`config.mk`:
```
export PLATFORM = sky130hd
export DESIGN_NAME = power_reset_sequencer
export DESIGN_NICKNAME = d
export VERILOG_FILES = /design/src/verilog/power_reset_pkg.sv /design/src/verilog/pin_filter.sv /design/src/verilog/power_reset_sequencer.sv
export VERILOG_INCLUDE_DIRS = /design/src /design/src/verilog
export SDC_FILE = /design/constraint.sdc
export NUM_CORES = 1
export LEC_CHECK = 0
export BUFFER_PORTS_ARGS = -buffer_cell sky130_fd_sc_hd__buf_4
export CAP_MARGIN = 20
export CORE_MARGIN = 5
export CORE_UTILIZATION = 60
export CTS_BUF_LIST = sky130_fd_sc_hd__clkbuf_4 sky130_fd_sc_hd__clkbuf_8
export DETAILED_ROUTE_END_ITERATION = 6
export GPL_TIMING_DRIVEN = 0
export PLACE_DENSITY_LB_ADDON = 0.25
export REMOVE_ABC_BUFFERS = 1
export SLEW_MARGIN = 10
export SYNTH_ARGS = -nofsm -noshare
export SYNTH_HDL_FRONTEND = slang
export SYNTH_SLANG_ARGS = --single-unit
```
`constraint.sdc`:
```
create_clock -name i_clk -period 20 [get_ports i_clk]
set_input_delay 3 -clock i_clk [delete_from_list [all_inputs] [get_ports i_clk]]
set_output_delay 3 -clock i_clk [all_outputs]
set_load 0.05 [all_outputs]
```
`src/verilog/power_reset_regs.svh`:
```
// offsets, field positions, reset values and timing counts of the power/reset sequencer
`ifndef POWER_RESET_REGS_SVH
`define POWER_RESET_REGS_SVH

// ----------------------------------------
// register map
// ----------------------------------------
`define BOOT_DELAY_CONFIG_ADDR 8'h4d
`define POWER_COMMAND_ADDR 8'h4e
`define SEQ_STATUS_ADDR 8'h4f
`define BOOT_DELAY_LSB 0
`define BOOT_DELAY_MSB 1
`define BOOT_DELAY_RESET 2'h0
`define POWER_OFF_BIT 0

// ----------------------------------------
// timebase
// ----------------------------------------
`define CLK_PERIOD_NS 20
`define MS_NS 1000000
`define MS_CYCLES (`MS_NS / `CLK_PERIOD_NS)
`define MS_PER_S 14'd1000

// ----------------------------------------
// delays in milliseconds or seconds
// ----------------------------------------
`define DEBOUNCE_MS 14'd10
`define SHORT_DELAY_MS 14'd200
`define KEY_SHORT_MS 14'd400
`define KEY_LONG_S 14'd3
`define KEY_OFF_S 14'd12
`define ABORT_DELAY_S 14'd15
`define SYS_PATH_MS 14'd30
`define SEQ_START_MS 14'd45
`define SOFT_PULSE_MS 14'd10
`define OC_DEGLITCH_MS 14'd16
`define BOOT_DLY0_MS 14'd80
`define BOOT_DLY1_MS 14'd180
`define BOOT_DLY2_MS 14'd300
`define BOOT_DLY3_MS 14'd420
`define BLANK1_MS 14'd5
`define BLANK2_MS 14'd10
`define BLANK3_MS 14'd20

// ----------------------------------------
// regulator set
// ----------------------------------------
`define REG_COUNT 9
`define LDO1_IDX 3
`define SEQ_DEFAULT_OFF 3'h4
`define ILIM_MAX 3'h7

`endif

```
`src/verilog/power_reset_pkg.sv`:
```
// types shared by the power/reset sequencer
package power_reset_pkg;
	typedef logic [13:0] ms_t;
	typedef logic [2:0] seq_sel_t;

	typedef enum logic [1:0] {
		ST_OFF = 2'h0,
		ST_SEQ = 2'h1,
		ST_ON = 2'h3
	} pwr_state_t;

	typedef enum logic [3:0] {
		MODE_ONOFF_HI = 4'h0,
		MODE_ONOFF_LO = 4'h1,
		MODE_EDGE_RISE = 4'h2,
		MODE_EDGE_FALL = 4'h3,
		MODE_INS_HI = 4'h4,
		MODE_INS_LO = 4'h5,
		MODE_KEY_ONOFF = 4'h6,
		MODE_KEY_RESET = 4'h7,
		MODE_KEY_MANUAL = 4'h8,
		MODE_ABORT_HI = 4'h9,
		MODE_ABORT_LO = 4'ha
	} mode_t;

	typedef struct packed {
		logic chg_det;
		logic chg_above_cell;
		logic chg_ov;
		logic sys_uvlo;
		logic cell_oc;
		logic supply_present;
	} supply_t;

	typedef struct packed {
		logic active;
		logic hard;
		logic pin_b;
		logic abort_en;
		logic abort_lvl;
		ms_t ms;
	} pend_t;
endpackage : power_reset_pkg

```
`src/verilog/pin_filter.sv`:
```
// synchroniser, debounce and held-low timer for one control pin
`timescale 1ns/10ps
`include "power_reset_regs.svh"

module pin_filter (
	input wire logic i_clk,
	input wire logic i_reset,
	input wire logic i_pin,
	input wire logic i_ms_tick,
	output logic o_level,
	output power_reset_pkg::ms_t o_low_ms
);
	logic sync1_r;
	logic sync2_r;
	power_reset_pkg::ms_t stable_ms_r;

	always_ff @(posedge i_clk or posedge i_reset) begin
		if (i_reset) begin
			sync1_r <= 1'b1;
			sync2_r <= 1'b1;
		end else begin
			sync1_r <= i_pin;
			sync2_r <= sync1_r;
		end
	end

	// level only follows after it has held for the whole debounce time
	always_ff @(posedge i_clk or posedge i_reset) begin
		if (i_reset) begin
			o_level <= 1'b1;
			stable_ms_r <= '0;
		end else if (sync2_r == o_level) begin
			stable_ms_r <= '0;
		end else if (i_ms_tick) begin
			if (stable_ms_r >= `DEBOUNCE_MS - 14'd1) begin
				o_level <= sync2_r;
				stable_ms_r <= '0;
			end else begin
				stable_ms_r <= stable_ms_r + 14'd1;
			end
		end
	end

	// saturates so a stuck key never wraps into a fresh threshold hit
	always_ff @(posedge i_clk or posedge i_reset) begin
		if (i_reset) begin
			o_low_ms <= '0;
		end else if (o_level) begin
			o_low_ms <= '0;
		end else if (i_ms_tick && o_low_ms != 14'h3fff) begin
			o_low_ms <= o_low_ms + 14'd1;
		end
	end
endmodule : pin_filter

```
`src/verilog/power_reset_sequencer.sv`:
```
// power function controller: pin modes, delayed resets, regulator sequencing, power path
//
// What this block does
// RL1 - mode 0000: pin a high-on, b low softreset
// RL2 - mode 0001: pin a low-on, b softreset
// RL3 - mode 0010: rising edges reset after 200ms
// RL4 - mode 0011: falling edges reset after 200ms
// RL5 - always-on modes: off only by command, overcurrent or undervoltage
// RL6 - mode 0100: high at insertion, reset 200ms
// RL7 - mode 0101: low at insertion, reset 200ms
// RL8 - mode 0110: key on 400ms, off 12s
// RL9 - mode 0111: key on 3s, softreset 12s
// RL10 - mode 1000: key on 3s, pin b softreset
// RL11 - mode 1001: high at insertion, abortable 15s reset
// RL12 - mode 1010: low at insertion, abortable 15s reset
// RL13 - regulators enable at their selected sequence point
// RL14 - reset held for selectable boot delay
// RL15 - default-off regulators wait for later command
// RL16 - always-on first ldo follows supply presence
// RL17 - rail undervoltage restarts or powers off
// RL18 - persistent cell overcurrent powers off
// RL19 - cell switch closed without valid charger
// RL20 - charger overvoltage: lockout, switch closed, interrupt
// RL21 - charger invalid below cell or threshold
// RL22 - input limit maximum during blanking time
// RL23 - soft reset gives 10ms reset pulse
// RL24 - hard reset restarts full power-on sequence
// RL25 - system path enabled 30ms after power-on
// RL26 - reserved mode codes take no pin action
`timescale 1ns/10ps
`include "power_reset_regs.svh"

module power_reset_sequencer #(
	parameter int unsigned MS_CYCLES = `MS_CYCLES,
	parameter bit SOFT_CLEARS_REGS = 1'b0
) (
	input wire logic i_clk,
	input wire logic i_reset,
	input wire logic i_power_ctrl_pin_a,
	input wire logic i_power_ctrl_pin_b,
	input wire power_reset_pkg::supply_t i_supply,
	input wire logic [3:0] i_power_reset_mode_code,
	input wire power_reset_pkg::seq_sel_t [`REG_COUNT-1:0] i_seq_sel,
	input wire logic [`REG_COUNT-1:0] i_manual_en,
	input wire logic i_ldo1_always_on,
	input wire logic [2:0] i_input_limit_sel,
	input wire logic [1:0] i_input_limit_blank_sel,
	input wire logic [7:0] i_reg_addr,
	input wire logic i_reg_wr,
	input wire logic i_reg_rd,
	input wire logic [7:0] i_reg_wdata,
	output logic [7:0] o_reg_rdata,
	output logic o_rst_n,
	output logic [`REG_COUNT-1:0] o_reg_en,
	output logic o_sys_path_en,
	output logic o_cell_switch_closed,
	output logic o_overvoltage_lockout,
	output logic o_overvoltage_lockout_irq,
	output logic [2:0] o_input_limit,
	output logic o_pin_b_out,
	output logic o_pin_b_oe
);

	// ----------------------------------------
	// timebase and input synchronisers
	// ----------------------------------------
	logic [15:0] presc_r;
	logic ms_tick_r;
	power_reset_pkg::supply_t sup_s1_r;
	power_reset_pkg::supply_t sup_s2_r;

	always_ff @(posedge i_clk or posedge i_reset) begin
		if (i_reset) begin
			presc_r <= '0;
			ms_tick_r <= 1'b0;
		end else if (presc_r >= 16'(MS_CYCLES - 1)) begin
			presc_r <= '0;
			ms_tick_r <= 1'b1;
		end else begin
			presc_r <= presc_r + 16'd1;
			ms_tick_r <= 1'b0;
		end
	end

	always_ff @(posedge i_clk or posedge i_reset) begin
		if (i_reset) begin
			sup_s1_r <= '0;
			sup_s2_r <= '0;
		end else begin
			sup_s1_r <= i_supply;
			sup_s2_r <= sup_s1_r;
		end
	end

	logic [1:0] pin_lvl;
	logic [1:0] pin_prev_r;
	power_reset_pkg::ms_t low_ms [2];
	wire [1:0] pin_raw = {i_power_ctrl_pin_b, i_power_ctrl_pin_a};

	genvar gp;
	generate
		for (gp = 0; gp < 2; gp++) begin : g_pin
			pin_filter u_filter (
				.i_clk(i_clk),
				.i_reset(i_reset),
				.i_pin(pin_raw[gp]),
				.i_ms_tick(ms_tick_r),
				.o_level(pin_lvl[gp]),
				.o_low_ms(low_ms[gp])
			);
		end
	endgenerate

	// ----------------------------------------
	// charger validity
	// ----------------------------------------
	logic chg_valid_r;
	logic chg_valid_nxt;
	assign chg_valid_nxt = sup_s2_r.chg_det && sup_s2_r.chg_above_cell && !sup_s2_r.chg_ov; // RL21
	wire chg_insert = chg_valid_nxt && !chg_valid_r;

	always_ff @(posedge i_clk or posedge i_reset) begin
		if (i_reset) begin
			chg_valid_r <= 1'b0;
			pin_prev_r <= 2'h3;
		end else begin
			chg_valid_r <= chg_valid_nxt;
			pin_prev_r <= pin_lvl;
		end
	end

	// ----------------------------------------
	// mode decode
	// ----------------------------------------
	power_reset_pkg::mode_t mode;
	assign mode = power_reset_pkg::mode_t'(i_power_reset_mode_code);
	wire [1:0] rise = pin_lvl & ~pin_prev_r;
	wire [1:0] fall = ~pin_lvl & pin_prev_r;
	wire key_short = ms_tick_r && low_ms[0] == `KEY_SHORT_MS;
	wire key_long = ms_tick_r && low_ms[0] == `KEY_LONG_S * `MS_PER_S + 14'd1;
	wire key_long_eq = ms_tick_r && low_ms[0] == `KEY_LONG_S * `MS_PER_S;
	wire key_off = ms_tick_r && low_ms[0] == `KEY_OFF_S * `MS_PER_S + 14'd1;
	wire pin_b_off = ms_tick_r && low_ms[1] == `KEY_OFF_S * `MS_PER_S + 14'd1;

	logic req_on_pin;
	logic req_off_pin;
	logic soft_now;
	logic pend_start;
	logic always_mode;
	power_reset_pkg::pend_t pend_new;
	wire lo_mode = mode == power_reset_pkg::MODE_INS_LO || mode == power_reset_pkg::MODE_ABORT_LO;

	// pin a wins when both pins start a delayed reset together
	always_comb begin
		req_on_pin = 1'b0;
		req_off_pin = 1'b0;
		soft_now = 1'b0;
		always_mode = 1'b1;
		pend_new = '0;
		pend_new.active = 1'b1;
		pend_new.ms = `SHORT_DELAY_MS;
		pend_start = 1'b0;
		case (mode)
			power_reset_pkg::MODE_ONOFF_HI, power_reset_pkg::MODE_ONOFF_LO: begin
				always_mode = 1'b0;
				req_on_pin = pin_lvl[0] ^ (mode == power_reset_pkg::MODE_ONOFF_LO); // RL1 RL2
				req_off_pin = !req_on_pin;
				soft_now = fall[1];
			end
			power_reset_pkg::MODE_EDGE_RISE, power_reset_pkg::MODE_EDGE_FALL: begin
				pend_start = (mode == power_reset_pkg::MODE_EDGE_RISE) ? |rise : |fall; // RL3 RL4
				pend_new.pin_b = (mode == power_reset_pkg::MODE_EDGE_RISE) ? !rise[0] : !fall[0];
			end
			power_reset_pkg::MODE_INS_HI, power_reset_pkg::MODE_INS_LO,
			power_reset_pkg::MODE_ABORT_HI, power_reset_pkg::MODE_ABORT_LO: begin
				pend_start = chg_insert && ((pin_lvl[0] ^ lo_mode) || (pin_lvl[1] ^ lo_mode)); // RL6 RL7 RL11 RL12
				pend_new.pin_b = !(pin_lvl[0] ^ lo_mode);
				if (mode == power_reset_pkg::MODE_ABORT_HI || mode == power_reset_pkg::MODE_ABORT_LO) begin
					pend_new.abort_en = 1'b1;
					// abort on the level opposite to the one that armed the slot
					pend_new.abort_lvl = lo_mode;
					pend_new.ms = `ABORT_DELAY_S * `MS_PER_S;
				end
			end
			power_reset_pkg::MODE_KEY_ONOFF: begin
				always_mode = 1'b0;
				req_on_pin = key_short; // RL8
				req_off_pin = key_off;
			end
			power_reset_pkg::MODE_KEY_RESET: begin
				req_on_pin = key_long; // RL9
				soft_now = key_off;
			end
			power_reset_pkg::MODE_KEY_MANUAL: begin
				req_on_pin = key_long_eq; // RL10
				soft_now = pin_b_off;
			end
			default: begin
				always_mode = 1'b0; // RL26
			end
		endcase
		pend_new.hard = !pend_new.pin_b;
	end

	// ----------------------------------------
	// delayed reset slot
	// ----------------------------------------
	power_reset_pkg::pend_t pend_r;
	wire pend_abort = pend_r.abort_en && (pin_lvl[pend_r.pin_b] == pend_r.abort_lvl);
	wire pend_due = pend_r.active && !pend_abort && pend_r.ms == 14'd0;
	wire hard_fire = pend_due && pend_r.hard;
	wire soft_fire = soft_now || (pend_due && !pend_r.hard);

	always_ff @(posedge i_clk or posedge i_reset) begin
		if (i_reset) begin
			pend_r <= '0;
		end else if (pend_r.active) begin
			if (pend_abort || pend_r.ms == 14'd0) begin
				pend_r.active <= 1'b0; // RL11 RL12
			end else if (ms_tick_r) begin
				pend_r.ms <= pend_r.ms - 14'd1;
			end
		end else if (pend_start) begin
			pend_r <= pend_new;
		end
	end

	// ----------------------------------------
	// overcurrent deglitch
	// ----------------------------------------
	power_reset_pkg::ms_t oc_ms_r;
	wire oc_trip = oc_ms_r > `OC_DEGLITCH_MS;

	always_ff @(posedge i_clk or posedge i_reset) begin
		if (i_reset) begin
			oc_ms_r <= '0;
		end else if (!sup_s2_r.cell_oc) begin
			oc_ms_r <= '0;
		end else if (ms_tick_r && !oc_trip) begin
			oc_ms_r <= oc_ms_r + 14'd1; // RL18
		end
	end

	// ----------------------------------------
	// register file
	// ----------------------------------------
	logic [1:0] boot_sel_r;
	power_reset_pkg::pwr_state_t state_r;
	logic soft_active;
	wire cmd_off = i_reg_wr && i_reg_addr == `POWER_COMMAND_ADDR && i_reg_wdata[`POWER_OFF_BIT];
	wire off_req = cmd_off || oc_trip;

	always_ff @(posedge i_clk or posedge i_reset) begin
		if (i_reset) begin
			boot_sel_r <= `BOOT_DELAY_RESET;
		end else if (i_reg_wr && i_reg_addr == `BOOT_DELAY_CONFIG_ADDR) begin
			boot_sel_r <= i_reg_wdata[`BOOT_DELAY_MSB:`BOOT_DELAY_LSB];
		end else if (SOFT_CLEARS_REGS && soft_fire && state_r != power_reset_pkg::ST_OFF) begin
			boot_sel_r <= `BOOT_DELAY_RESET; // RL23
		end
	end

	always_ff @(posedge i_clk or posedge i_reset) begin
		if (i_reset) begin
			o_reg_rdata <= '0;
		end else if (i_reg_rd) begin
			case (i_reg_addr)
				`BOOT_DELAY_CONFIG_ADDR: o_reg_rdata <= {6'h00, boot_sel_r};
				`SEQ_STATUS_ADDR: o_reg_rdata <= {i_power_reset_mode_code, pend_r.active, soft_active, state_r};
				default: o_reg_rdata <= 8'h00;
			endcase
		end
	end

	// ----------------------------------------
	// power state and sequence timer
	// ----------------------------------------
	function automatic power_reset_pkg::ms_t boot_ms(input logic [1:0] sel);
		case (sel)
			2'h0: boot_ms = `BOOT_DLY0_MS;
			2'h1: boot_ms = `BOOT_DLY1_MS;
			2'h2: boot_ms = `BOOT_DLY2_MS;
			default: boot_ms = `BOOT_DLY3_MS;
		endcase
	endfunction : boot_ms

	power_reset_pkg::ms_t seq_ms_r;
	power_reset_pkg::ms_t trst;
	assign trst = boot_ms(boot_sel_r);
	wire [13:0] point1 = `SEQ_START_MS + (trst >> 2);
	wire [13:0] point2 = `SEQ_START_MS + (trst >> 1);
	wire [13:0] release_ms = `SEQ_START_MS + trst;
	wire req_on = req_on_pin || chg_insert;

	// command and overcurrent off requests outrank everything; a hard reset restarts from zero
	always_ff @(posedge i_clk or posedge i_reset) begin
		if (i_reset) begin
			state_r <= power_reset_pkg::ST_OFF;
			seq_ms_r <= '0;
		end else if (off_req) begin
			state_r <= power_reset_pkg::ST_OFF; // RL5 RL18
		end else if (hard_fire || (state_r == power_reset_pkg::ST_OFF && req_on)) begin
			state_r <= power_reset_pkg::ST_SEQ; // RL24
			seq_ms_r <= '0;
		end else if (state_r != power_reset_pkg::ST_OFF && req_off_pin) begin
			state_r <= power_reset_pkg::ST_OFF;
		end else if (state_r == power_reset_pkg::ST_SEQ && sup_s2_r.sys_uvlo) begin
			if (chg_valid_r) begin
				seq_ms_r <= `SYS_PATH_MS; // RL17
			end else begin
				state_r <= power_reset_pkg::ST_OFF;
			end
		end else if (state_r == power_reset_pkg::ST_SEQ && seq_ms_r >= release_ms) begin
			state_r <= power_reset_pkg::ST_ON; // RL14
		end else if (state_r == power_reset_pkg::ST_SEQ && ms_tick_r) begin
			seq_ms_r <= seq_ms_r + 14'd1;
		end
	end

	// ----------------------------------------
	// soft reset pulse and reset output
	// ----------------------------------------
	power_reset_pkg::ms_t soft_ms_r;
	assign soft_active = soft_ms_r != 14'd0;

	always_ff @(posedge i_clk or posedge i_reset) begin
		if (i_reset) begin
			soft_ms_r <= '0;
		end else if (soft_fire && state_r != power_reset_pkg::ST_OFF) begin
			soft_ms_r <= `SOFT_PULSE_MS; // RL23
		end else if (soft_active && ms_tick_r) begin
			soft_ms_r <= soft_ms_r - 14'd1;
		end
	end

	always_ff @(posedge i_clk or posedge i_reset) begin
		if (i_reset) begin
			o_rst_n <= 1'b0;
		end else begin
			o_rst_n <= state_r == power_reset_pkg::ST_ON && !soft_active; // RL14 RL23
		end
	end

	// ----------------------------------------
	// regulator enables
	// ----------------------------------------
	genvar gr;
	generate
		for (gr = 0; gr < `REG_COUNT; gr++) begin : g_reg
			logic reached;
			logic always_on;
			always_comb begin
				case (i_seq_sel[gr])
					3'h0: reached = seq_ms_r >= `SEQ_START_MS;
					3'h1: reached = seq_ms_r >= point1;
					3'h2: reached = seq_ms_r >= point2;
					3'h3: reached = 1'b0;
					default: reached = 1'b0;
				endcase
			end
			assign always_on = (gr == `LDO1_IDX) && i_ldo1_always_on && sup_s2_r.supply_present;
			always_ff @(posedge i_clk or posedge i_reset) begin
				if (i_reset) begin
					o_reg_en[gr] <= 1'b0;
				end else if (always_on) begin
					o_reg_en[gr] <= 1'b1; // RL16
				end else if (state_r == power_reset_pkg::ST_ON) begin
					o_reg_en[gr] <= (i_seq_sel[gr] < `SEQ_DEFAULT_OFF) || i_manual_en[gr]; // RL15
				end else if (state_r == power_reset_pkg::ST_SEQ) begin
					o_reg_en[gr] <= reached; // RL13
				end else begin
					o_reg_en[gr] <= 1'b0;
				end
			end

		end
	endgenerate

	// ----------------------------------------
	// power path, lockout and input limit
	// ----------------------------------------
	wire path_nxt = state_r == power_reset_pkg::ST_ON ||
		(state_r == power_reset_pkg::ST_SEQ && seq_ms_r >= `SYS_PATH_MS);
	power_reset_pkg::ms_t blank_ms_r;

	always_ff @(posedge i_clk or posedge i_reset) begin
		if (i_reset) begin
			o_sys_path_en <= 1'b0;
			o_cell_switch_closed <= 1'b0;
			o_overvoltage_lockout <= 1'b0;
			o_overvoltage_lockout_irq <= 1'b0;
		end else begin
			o_sys_path_en <= path_nxt; // RL25
			o_cell_switch_closed <= (path_nxt || sup_s2_r.chg_ov) && !chg_valid_nxt; // RL19 RL21
			o_overvoltage_lockout <= sup_s2_r.chg_ov; // RL20
			o_overvoltage_lockout_irq <= sup_s2_r.chg_ov;
		end
	end

	always_ff @(posedge i_clk or posedge i_reset) begin
		if (i_reset) begin
			blank_ms_r <= '0;
		end else if (chg_insert) begin
			case (i_input_limit_blank_sel)
				2'h1: blank_ms_r <= `BLANK1_MS;
				2'h2: blank_ms_r <= `BLANK2_MS;
				2'h3: blank_ms_r <= `BLANK3_MS;
				default: blank_ms_r <= '0;
			endcase
		end else if (blank_ms_r != 14'd0 && ms_tick_r) begin
			blank_ms_r <= blank_ms_r - 14'd1;
		end
	end

	always_ff @(posedge i_clk or posedge i_reset) begin
		if (i_reset) begin
			o_input_limit <= '0;
		end else begin
			o_input_limit <= (blank_ms_r != 14'd0) ? `ILIM_MAX : i_input_limit_sel; // RL22
		end
	end

	// open-drain echo pulls low while the key is held, in the key on/off and key reset modes only
	always_ff @(posedge i_clk or posedge i_reset) begin
		if (i_reset) begin
			o_pin_b_out <= 1'b0;
			o_pin_b_oe <= 1'b0;
		end else begin
			o_pin_b_out <= 1'b0;
			o_pin_b_oe <= !pin_lvl[0] && (mode == power_reset_pkg::MODE_KEY_ONOFF ||
				mode == power_reset_pkg::MODE_KEY_RESET); // RL8 RL9
		end
	end
endmodule : power_reset_sequencer

```
==> out/metrics.yaml, run 1 <==
outcome:
  status: "complete, no violations"
cells_and_area:
  fillers: 1416
  area_growth_pct: 12.1
  final_nets: 1364
  register_area_um2: 4960
  multi_input_area_um2: 5580
  final_cell_mix: "dfrtp_1 (190), nor2_1 (142), buf_4 (94)"
  layout_commonest_cell: "dfrtp_1"
  final_cells: 1479
  drive_above_1_share_pct: 13.6
  diodes: 0
setup_path:
  timing.rr.start: "boot_sel_r[0]$_DFFE_PP0P_"
  ff2ff_setup_slack_ps: 16590
  cp-startpoint: "i_power_reset_mode_code[3]"
  required_ps: 20340
  path_delay_family: "simple AND/OR/NAND/NOR gates"
  critPathBufInv: 2
  cp_cell_sequence: "buf_4, nor4bb_1, o211ai_1, and4_1, a211oi_2, inv_1, nand2_1, o21ai_0"
  criticalPathCategory: "primary input to flop"
  cp_slowest_cell: "a211oi_2"
  critPathMaxStageDelay_ps: 730
  critical_path_arrival_ps: 5500
  cp_max_fo: 16
  worstSetupEndpointType: "flop"
  critPathLaunchType: "primary input"
grt:
  grtUsageTotal_pct: 23.6
  grt_pass1_wl_mm: 40.4
  antenna_found_initial: 0
  grt_max_degree: 123
  grt_overflow: 0
  grt_pass1_vias: 8559
yosys:
  async_flop_share_pct: 100
  ys_top_cells_by_area: "dfrtp_1 (44%), ha_1 (6.1%), nor2_1 (4.9%)"
  synth_seq_area_share_pct: 45.5
  synthFlopType: "dfrtp_1"
  ys_ff_latch: 198
  ys_warn_count: 0
  synth_edf_count: 0
  synth_cell_type_count: 80
  synth_top_area_share_pct: 43.5
  synth_top_cell_by_area: "dfrtp_1"
  netlist_instances: 1158
  syn_area_um2: 10900
  avgSynthCellArea_um2: 9.43
placement:
  dp.cells: 1445
  place.port_buffers: 93
  preCtsSetupSlack_ps: 14410
  dpl.hpwl_mm: 17.5
  gp_congestion: 0.889
cts:
  clkSinkCount: 198
  cts_hold_buf: 0
  root_buffer: "clkbuf_8"
  cts_made_buffers: 17
  cts_resized: 0
  htreeDepth: 4
  clkTransAtPathRegs_ps: 100
  post-cts-setup-buffers: 0
  cts_tree: "built"
  clock_path_buffers: 2
  clk-insertion-delay-late_ps: 480
flow_run:
  max_cap_violations: 0
drt:
  antenna_left: 0
  drc: 0
  avgRoutedWirePerCell_um: 16.4
  drtIter0Drc: 654
  drtPass1Iterations: 5
  routed_wl_mm: 24.3
  num_vias: 8935
  avgViaCountPerCell: 6.04
timing:
  setup_ws_ps: 14840
  tns_ps: 0
  finClkSkew_ps: 26.9
  period_share_pct: 25.8
  relSlewSlack_pct: 34.1
  setup_viol: 0
  period_needed_ps: 5160
  hold_violations: 0
  rsz0062_at_grt: "false"
  slew_viol_final: 0
  worst_pin_slew_ps: 980
  fmax_ghz: 0.194
floorplanning:
  ios: 101
  die-area_um2: 21000
  die_x_um: 145
  rows: 49
  start_util_pct: 60.8
  die_h_um: 145
  core_um2: 18000
pwr:
  p_leak_uw: 0.00570
  p_per_area_nw_per_um2: 79.9
  ir_drop_mv: 0.0698
worst_hold_path:
  min_path_type: "flop to flop"
  min_from: "sup_s1_r[4]$_DFF_PP0_"
[logic make-up (layout without fill, tap and decap cells)]
family,count (synthesis),after routing,synth area share (%)
adder cells (fa/ha/maj),53,53,6.07
other,1,1,0.0343
AO/OA/AOI/OAI,212,212,13.6
multiplexers,7,7,0.688
flip-flops,198,198,45.5
AND/OR/NAND/NOR,516,516,24.7
XOR/XNOR,74,74,5.94
buffers and inverters,97,189,3.58
[Yosys cell counts, types with 12 or more instances]
cell type / n
xor2_1: 44
and2_1: 16
nand2b_1: 16
a21oi_1: 34
clkbuf_1: 26
nor2b_1: 12
inv_1: 57
nor3_1: 24
and3_1: 33
nand3_1: 53
or4_1: 13
nor4_1: 28
o21ai_0: 55
nor2_1: 142
o211ai_1: 12
a211o_1: 12
xnor2_1: 30
nand2_1: 89
ha_1: 53
dfrtp_1: 190
a31oi_1: 15
nand4_1: 29
[worst reg2reg max path: cells and delay by family, from the launching register on]
kind            cells  cell delay [ps]
buf+inv             2              380
fa+ha+maj           2              630
compound gates      5             1820
flops               1              480
[registers in the layout (all words and copies together), names as in the netlist, 3 cells and up]
| register | cells |
|---|---|
| g_pin.u_filter.o_low_ms | 28 |
| o_input_limit | 3 |
| pend_r | 19 |
| presc_r | 16 |
| soft_ms_r | 14 |
| g_pin.u_filter.stable_ms_r | 28 |
| o_reg_rdata | 8 |
| o_reg_en | 9 |
| sup_s1_r | 6 |
| sup_s2_r | 6 |
| seq_ms_r | 14 |
| oc_ms_r | 14 |
| blank_ms_r | 14 |
[cell type report]
| type | count | share of cell area, % |
|---|---|---|
| Sequential cell | 198 | 40.6 |
| Inverter | 58 | 1.84 |
| Clock buffer | 21 | 2.31 |
| Multi-Input combinational cell | 863 | 45.6 |
| Timing Repair Buffer | 99 | 6.40 |
| Clock inverter | 11 | 0.940 |
| Tap cell | 229 | 2.34 |
[through the flow]
stage / hold slack (ps) / total power, uW / cell area [um^2] / utilization (%)
2_1_floorplan: 331 / 644 / 10700 / -
3_5_place_dp: 336 / 727 / 11800 / 65.7
3_3_place_gp: 333 / 718 / 11700 / 65.3
5_1_grt: 364 / 1030 / 12200 / 68.1
4_1_cts: 359 / 983 / 12200 / 68.0
6_report: 357 / 978 / 12200 / 68.1
[per-layer routing]
metal	GRT usage [%]	vias up	share of wire (%)
li1	-	4312	-
met1	31.2	4358	44
met3	3.81	32	5.6
met4	6.92	0	1.5
met2	40.4	233	49
met5	0	-	0
[worst paths after layout]
check | to | depth (start not counted)
worst min-delay path | sup_s2_r[4]$_DFF_PP0_ | 0
worst max register to register | seq_ms_r[2]$_DFFE_PP0P_ | 9
min in group asynchronous | sup_s2_r[1]$_DFF_PP0_ | 2
worst max-delay path | pend_r[11]$_DFFE_PP0P_ | 8
max in group asynchronous | g_pin[0].u_filter.stable_ms_r[3]$_DFFE_PP0P_ | 3
worst min register to register | sup_s2_r[4]$_DFF_PP0_ | 0
[where the power goes]
part	switching, uW	leakage, uW	internal (uW)
clock network	143	0.000203	113
logic	161	0.00289	91.0
registers	38.0	0.00261	432
total	342	0.00570	636
(Power assumes the default switching activity.)
==> run 2: changes to the inputs <==
--- a/config.mk
+++ b/config.mk
@@ -9,7 +9,7 @@
 export BUFFER_PORTS_ARGS = -buffer_cell sky130_fd_sc_hd__buf_4
 export CAP_MARGIN = 20
 export CORE_MARGIN = 5
-export CORE_UTILIZATION = 60
+export CORE_UTILIZATION = 56
 export CTS_BUF_LIST = sky130_fd_sc_hd__clkbuf_4 sky130_fd_sc_hd__clkbuf_8
 export DETAILED_ROUTE_END_ITERATION = 6
 export GPL_TIMING_DRIVEN = 0
==> constraint.sdc (replaced) <==
create_clock -name i_clk -period 4.5 [get_ports i_clk]
set_input_delay 0.675 -clock i_clk [delete_from_list [all_inputs] [get_ports i_clk]]
set_output_delay 0.675 -clock i_clk [all_outputs]
set_load 0.05 [all_outputs]
==> run 2 against run 1 <==
Clock skew shrank 11 ps. Sequential share of layout area shrank 0.19 points. Cell count grew 2.3%. Critical path type is now flop to flop.
==> out/metrics.yaml, run 2 (same netlist as run 1, synthesis figures left out) <==
cts:
  cts_made_buffers: 17  # unchanged
  post-cts-setup-buffers: 0  # unchanged
  cts_tree: "built"
  clkTransAtPathRegs_ps: 110  # about the same
  htreeDepth: 4  # unchanged
  clock_path_buffers: 2  # unchanged
  cts_hold_buf: 0  # unchanged
  clk-insertion-delay-late_ps: 470  # about the same
  root_buffer: "clkbuf_8"
  clkSinkCount: 198  # unchanged
  cts_resized: 0  # unchanged
drt:
  antenna_left: 0  # unchanged
  avgViaCountPerCell: 5.81  # -3.9%
  drc: 0  # unchanged
  num_vias: 8783  # -1.7%
  routed_wl_mm: 24.1  # -0.74%
  drtPass1Iterations: 5  # unchanged
  avgRoutedWirePerCell_um: 16.0  # -3.0%
  drtIter0Drc: 515  # -21%
setup_path:
  cp_slowest_cell: "a2111oi_0"
  critPathLaunchType: "flop"
  r2r_cells: 9  # unchanged
  reg2reg_to: "seq_ms_r[4]$_DFFE_PP0P_"
  required_ps: 4870  # -15470 ps
  timing.rr.start: "boot_sel_r[0]$_DFFE_PP0P_"
  cp_cell_sequence: "inv_1, ha_1, inv_1, ha_1, a2111oi_0, o31ai_1, o21ai_0, a31oi_1, a311oi_1"
  critPathMaxStageDelay_ps: 720  # about the same
  ff2ff_setup_slack_ps: 1100  # -15490 ps
  cp-startpoint: "boot_sel_r[0]$_DFFE_PP0P_"
  path_delay_family: "compound AO/OA/AOI/OAI gates"
  critPathBufInv: 2  # unchanged
  critical_path_arrival_ps: 3770  # -1730 ps
  criticalPathCategory: "flop to flop"
  worstSetupEndpointType: "flop"
  cp_max_fo: 7  # -9
grt:
  grt_max_degree: 105  # -15%
  grt_pass1_vias: 8365  # -2.3%
  grt_overflow: 0  # unchanged
  antenna_found_initial: 0  # unchanged
  grt_pass1_wl_mm: 40.3  # -0.12%
  grtUsageTotal_pct: 21.9  # -1.7 points
pwr:
  p_per_area_nw_per_um2: 356  # +350%
  p_leak_uw: 0.00569  # about the same
  ir_drop_mv: 0.187  # +170%
cells_and_area:
  fin_area_um2: 12300  # +0.48%
  final_nets: 1362  # -0.15%
  diodes: 0  # unchanged
  layout_commonest_cell: "dfrtp_1"
  area_growth_pct: 12.7
  fin_util_pct: 63.6  # -4.5 points
  final_cells: 1513  # +2.3%
  final_cell_mix: "dfrtp_1 (190), nor2_1 (142), buf_4 (93)"
  reg_top3: "g_pin.u_filter.o_low_ms: 28 flops, g_pin.u_filter.stable_ms_r: 28 flops, pend_r: 19 flops"
  drive_above_1_share_pct: 13.6  # +0.022 points
timing:
  rsz0062_at_grt: "false"
  setup_viol: 0  # unchanged
  finClkSkew_ps: 16.0  # -10.9 ps
  relSlewSlack_pct: 25.6  # -8.5 points
  fmax_ghz: 0.294
  worst_pin_slew_ps: 1090  # +108 ps
  slew_viol_final: 0  # unchanged
  setup_ws_ps: 1100  # -13740 ps
  period_share_pct: 75.6
  hold_violations: 0  # unchanged
  tns_ps: 0  # unchanged
  period_needed_ps: 3400
floorplanning:
  rows: 51  # +4.1%
  core_um2: 19300  # +7.6%
  ios: 101  # unchanged
  die_x_um: 150  # +3.3%
  start_util_pct: 56.5  # -4.3 points
  die-area_um2: 22400  # +6.6%
  die_h_um: 150  # +3.3%
placement:
  gp_congestion: 0.870  # -2.1%
  preCtsSetupSlack_ps: 1030  # -13380 ps
  dpl.hpwl_mm: 17.2  # -1.7%
  dp.cells: 1479  # +2.4%
  place.port_buffers: 93  # unchanged
  place_area_um2: 11800  # +0.34%
outcome:
  status: "complete, no violations"
flow_run:
  max_cap_violations: 0  # unchanged
worst_hold_path:
  min_path_type: "primary input to asynchronous set/reset pin"
==> run 2: cell count changes in the layout (fill, tap and decap cells not counted), sizes merged <==
cell / delta
clkbuf: -2
buf: -2
bufinv: +1
clkinv: +1
==> run 2: per-stage QoR <==
step	hold WS, ps	total power (uW)
2_1_floorplan	331	2860
3_3_place_gp	334	3200
3_5_place_dp	335	3230
4_1_cts	272	4410
5_1_grt	263	4630
6_report	274	4380
==> run 2: how the worst max path moves through the flow <==
stage,cells after the start,slack [ps],to
after floorplan,1,-1560,blank_ms_r[0]$_DFFE_PP0P_
after global placement,2,-3660,boot_sel_r[0]$_DFFE_PP0P_
after detailed placement,6,1030,soft_ms_r[12]$_DFFE_PP0P_
after CTS,6,1020,soft_ms_r[4]$_DFFE_PP0P_
after global routing,9,850,seq_ms_r[4]$_DFFE_PP0P_
final,9,1100,seq_ms_r[4]$_DFFE_PP0P_
==> run 2: cell type report <==
cell class / count / area (um^2)
fill: 1616 / 7030
multi-input combinational: 863 / 5590
sequential: 198 / 4960
timing repair buffer: 97 / 772
tap: 265 / 332
clock buffer: 19 / 249
inverter: 58 / 225
clock inverter: 13 / 168
==> run 2: worst reg2reg max path, delay by kind of cell, from the launching register on <==
family,cells,cell delay [ps]
flops,1,490
compound gates,5,1790
buf+inv,2,380
fa+ha+maj,2,640
==> run 2: power by group <==
| part | total (uW) | internal [uW] | switching [uW] |
|---|---|---|---|
| logic | 1120 | 404 | 713 |
| registers | 2090 | 1920 | 166 |
| clock network | 1180 | 526 | 655 |
==> run 2: per-layer routing <==
| metal | track usage [%] | wire [um] | part of all wire [%] | vias up |
|---|---|---|---|---|
| met1 | 29.8 | 10900 | 45 | 4209 |
| li1 | - | - | - | 4290 |
| met4 | 7.00 | 486 | 2.0 | 0 |
| met2 | 36.1 | 11500 | 48 | 253 |
| met5 | 0 | 0 | 0 | - |
| met3 | 3.85 | 1250 | 5.2 | 31 |
==> run 3: changes to the inputs <==
--- a/config.mk
+++ b/config.mk
@@ -6,6 +6,7 @@
 export SDC_FILE = /design/constraint.sdc
 export NUM_CORES = 1
 export LEC_CHECK = 0
+export ABC_AREA = 1
 export BUFFER_PORTS_ARGS = -buffer_cell sky130_fd_sc_hd__buf_4
 export CAP_MARGIN = 20
 export CORE_MARGIN = 5
==> constraint.sdc (replaced) <==
create_clock -name i_clk -period 2.9 [get_ports i_clk]
set_input_delay 0.435 -clock i_clk [delete_from_list [all_inputs] [get_ports i_clk]]
set_output_delay 0.435 -clock i_clk [all_outputs]
set_load 0.05 [all_outputs]
==> run 3 against run 2 <==
The flow now finishes with violations (hold timing). Hold slack worse by 280 ps. Routed wire length decreased by 0.40%. Clock power rose by 58%. Via count is 8.0% higher. Critical endpoint is now seq_ms_r[5]$_DFFE_PP0P_. Combinational power increased by 72%. Global-route usage shrank 0.46 points. Non-clock buffer count grew 4. Largest cell class unchanged. Worst setup slack lost 930 ps. Utilization rose by 1.2 points.
==> out/metrics.yaml, run 3 <==
setup_path:
  r2r_cells: 14  # +5
  worstSetupEndpointType: "flop"
  criticalPathCategory: "flop to flop"
  timing.rr.start: "boot_sel_r[0]$_DFFE_PP0P_"
  ff2ff_setup_slack_ps: 170  # -930 ps
  critical_path_arrival_ps: 3110  # -660 ps
  required_ps: 3280  # -1590 ps
  reg2reg_to: "seq_ms_r[5]$_DFFE_PP0P_"
  critPathLaunchType: "flop"
  cp_max_fo: 7  # unchanged
worst_hold_path:
  min_path_type: "primary input to asynchronous set/reset pin"
timing:
  rsz0062_at_grt: "true"
  finClkSkew_ps: 11.8  # -4.20 ps
  tns_ps: 0  # unchanged
  setup_viol: 0  # unchanged
  worst_pin_slew_ps: 945  # -143 ps
  hold_violations: 2  # +2
  hold_ws_ps: -5.28  # -279 ps
  fmax_ghz: 0.366  # +25%
  period_share_pct: 94.1  # +19 points
  relSlewSlack_pct: 36.8  # +11 points
  period_needed_ps: 2730  # -671 ps
  slew_viol_final: 0  # unchanged
floorplanning:
  ios: 101  # unchanged
  die_x_um: 151  # +1.1%
  start_util_pct: 57.2  # +0.72 points
  core_um2: 19500  # +0.99%
  rows: 51  # unchanged
  die-area_um2: 22900  # +2.1%
  die_h_um: 151  # +1.1%
grt:
  grt_pass1_vias: 8962  # +7.1%
  grt_overflow: 0  # unchanged
  grtUsageTotal_pct: 21.5  # -0.46 points
  grt_pass1_wl_mm: 40.2  # -0.31%
  antenna_found_initial: 0  # unchanged
  grt_max_degree: 113  # +7.6%
drt:
  drtPass1Iterations: 6  # +1
  num_vias: 9489  # +8.0%
  avgRoutedWirePerCell_um: 13.3  # -17%
  routed_wl_mm: 24.0  # -0.40%
  drtIter0Drc: 731  # +42%
  drc: 0  # unchanged
  antenna_left: 0  # unchanged
  avgViaCountPerCell: 5.25  # -9.6%
yosys:
  synth_seq_area_share_pct: 44.5  # -1.0 points
  ys_ff_latch: 198  # unchanged
  synth_edf_count: 0  # unchanged
  syn_area_um2: 11200  # +2.3%
  synth_top_area_share_pct: 42.6  # -0.97 points
  netlist_instances: 1429  # +23%
  ys_warn_count: 0  # unchanged
  synthTopCellsByCount: "nand2_1 (308), inv_1 (213), dfrtp_1 (190), nor2_1 (168), nand3_1 (101)"
  synth_most_common_cell: "nand2_1"
  avgSynthCellArea_um2: 7.81  # -17%
  ys_top_cells_by_area: "dfrtp_1 (43%), nand2_1 (10%), inv_1 (7.2%)"
  synthFlopType: "dfrtp_1"
  synth_cell_type_count: 57  # -29%
  synth_top_cell_by_area: "dfrtp_1"
  async_flop_share_pct: 100  # unchanged
cts:
  cts_tree: "built"
  cts_hold_buf: 0  # unchanged
  root_buffer: "clkbuf_8"
  clkTransAtPathRegs_ps: 110  # about the same
  clk-insertion-delay-late_ps: 480  # about the same
  htreeDepth: 4  # unchanged
  clkSinkCount: 198  # unchanged
  clock_path_buffers: 2  # unchanged
  cts_made_buffers: 17  # unchanged
placement:
  gp_congestion: 0.903  # +3.8%
  dp.cells: 1767  # +19%
  dpl.hpwl_mm: 17.2  # +0.17%
  place.port_buffers: 93  # unchanged
cells_and_area:
  reg_top3: "g_pin.u_filter.o_low_ms: 28 flops, g_pin.u_filter.stable_ms_r: 28 flops, pend_r: 19 flops"
  drive_above_1_share_pct: 12.8  # -0.79 points
  final_cell_mix: "nand2_1 (307), inv_1 (209), dfrtp_1 (188)"
  diodes: 0  # unchanged
  layout_commonest_cell: "nand2_1"
  final_nets: 1657  # +22%
  area_growth_pct: 13.3
  final_cells: 1808  # +19%
flow_run:
  max_cap_violations: 0  # unchanged
outcome:
  status: "finished with violations"
  violations: "hold timing"
pwr:
  ir_drop_mv: 0.371  # +99%
  p_per_area_nw_per_um2: 557  # +56%
  p_leak_uw: 0.00638  # +12%
-- run 3: cell count changes in the layout (fill, tap and decap cells not counted), moves of 13 or more --
cell	change
xnor2_1	-23
nand2b_1	-16
a21oi_1	+16
and3_1	-31
xor2_1	-16
nor3_1	+31
and2_1	-14
nand2_1	+218
o21ai_0	+18
or4_1	-13
nand3_1	+48
nor2_1	+25
inv_1	+153
-- run 3: critical path, stage by stage, from the launching register on --
cell and delay (ps):
dfrtp_2 440, clkinv_4 110, ha_1 270, ha_1 210, o21ai_2 140, ha_1 250
a21oi_1 140, o21ai_0 90, nor2_1 90, nand3_1 130, nand3b_1 280, nand2_8 220
nand2_4 110, nand2_1 90, o21ai_2 50
-- run 3: layout make-up --
type	count	area, um^2
multi-input combinational	991	5310
timing repair buffer	101	778
clock buffer	18	248
tap	265	332
clock inverter	14	166
fill	1682	6880
sequential	198	4970
inverter	221	845
-- run 3: report_power, final --
| group | internal (uW) | leakage [uW] | switching (uW) |
|---|---|---|---|
| combinational | 659 | 0.00360 | 1270 |
| sequential | 3000 | 0.00258 | 252 |
| clock | 816 | 0.000200 | 1050 |
| total | 4480 | 0.00638 | 2570 |
-- run 3: routing by layer --
layer	global-route usage, %	part of all wire, %	up-vias
li1	-	-	4819
met1	28.6	45	4409
met2	36.1	49	217
met3	3.68	4.7	44
met4	6.57	1.8	0
met5	0	0	-
-- run 3: kinds of logic after synthesis --
kind of cell    synth area share, %
xor+xnor                       2.75
compound gates                 8.67
fa+ha+maj                      5.94
simple gates                   29.6
mux                          0.0896
flops                          44.5
buf+inv                        8.49
other cells                  0.0336
-- run 3: repair_timing --
action | 4_1_cts | 5_1_grt
resized for setup | 8 | 9
setup buffers | 0 | 7
endpoints found under the setup margin | 20 | 18
pin swaps | 1 | 7
gates cloned | 0 | 2
-- run 3: worst max-delay path by stage --
stage	slack, ps	to	from	cells past startpoint
after floorplan	-2920	blank_ms_r[0]$_DFFE_PP0P_	i_reset	1
after global placement	-5080	oc_ms_r[13]$_DFFE_PP0P_	i_reset	2
after detailed placement	-320	seq_ms_r[11]$_DFFE_PP0P_	boot_sel_r[0]$_DFFE_PP0P_	15
after CTS	0.08	seq_ms_r[11]$_DFFE_PP0P_	boot_sel_r[0]$_DFFE_PP0P_	15
after global routing	-30	seq_ms_r[2]$_DFFE_PP0P_	boot_sel_r[0]$_DFFE_PP0P_	14
final	170	seq_ms_r[5]$_DFFE_PP0P_	boot_sel_r[0]$_DFFE_PP0P_	14
-- run 3: stage by stage --
stage / total power [uW] / worst slack [ps] / hold WS, ps / util (%) / cell area, um^2
global placement: 5120 / -5080 / 333 / 61.9 / 12100
global route: 7500 / -26.5 / 23.4 / 64.8 / 12600
detailed placement: 5180 / -323 / 335 / 62.0 / 12100
floorplan: 4630 / -2920 / 331 / - / 11000
CTS: 7060 / 0.0844 / 27.5 / 64.3 / 12500
finish: 7050 / 171 / -5.28 / 64.8 / 12600
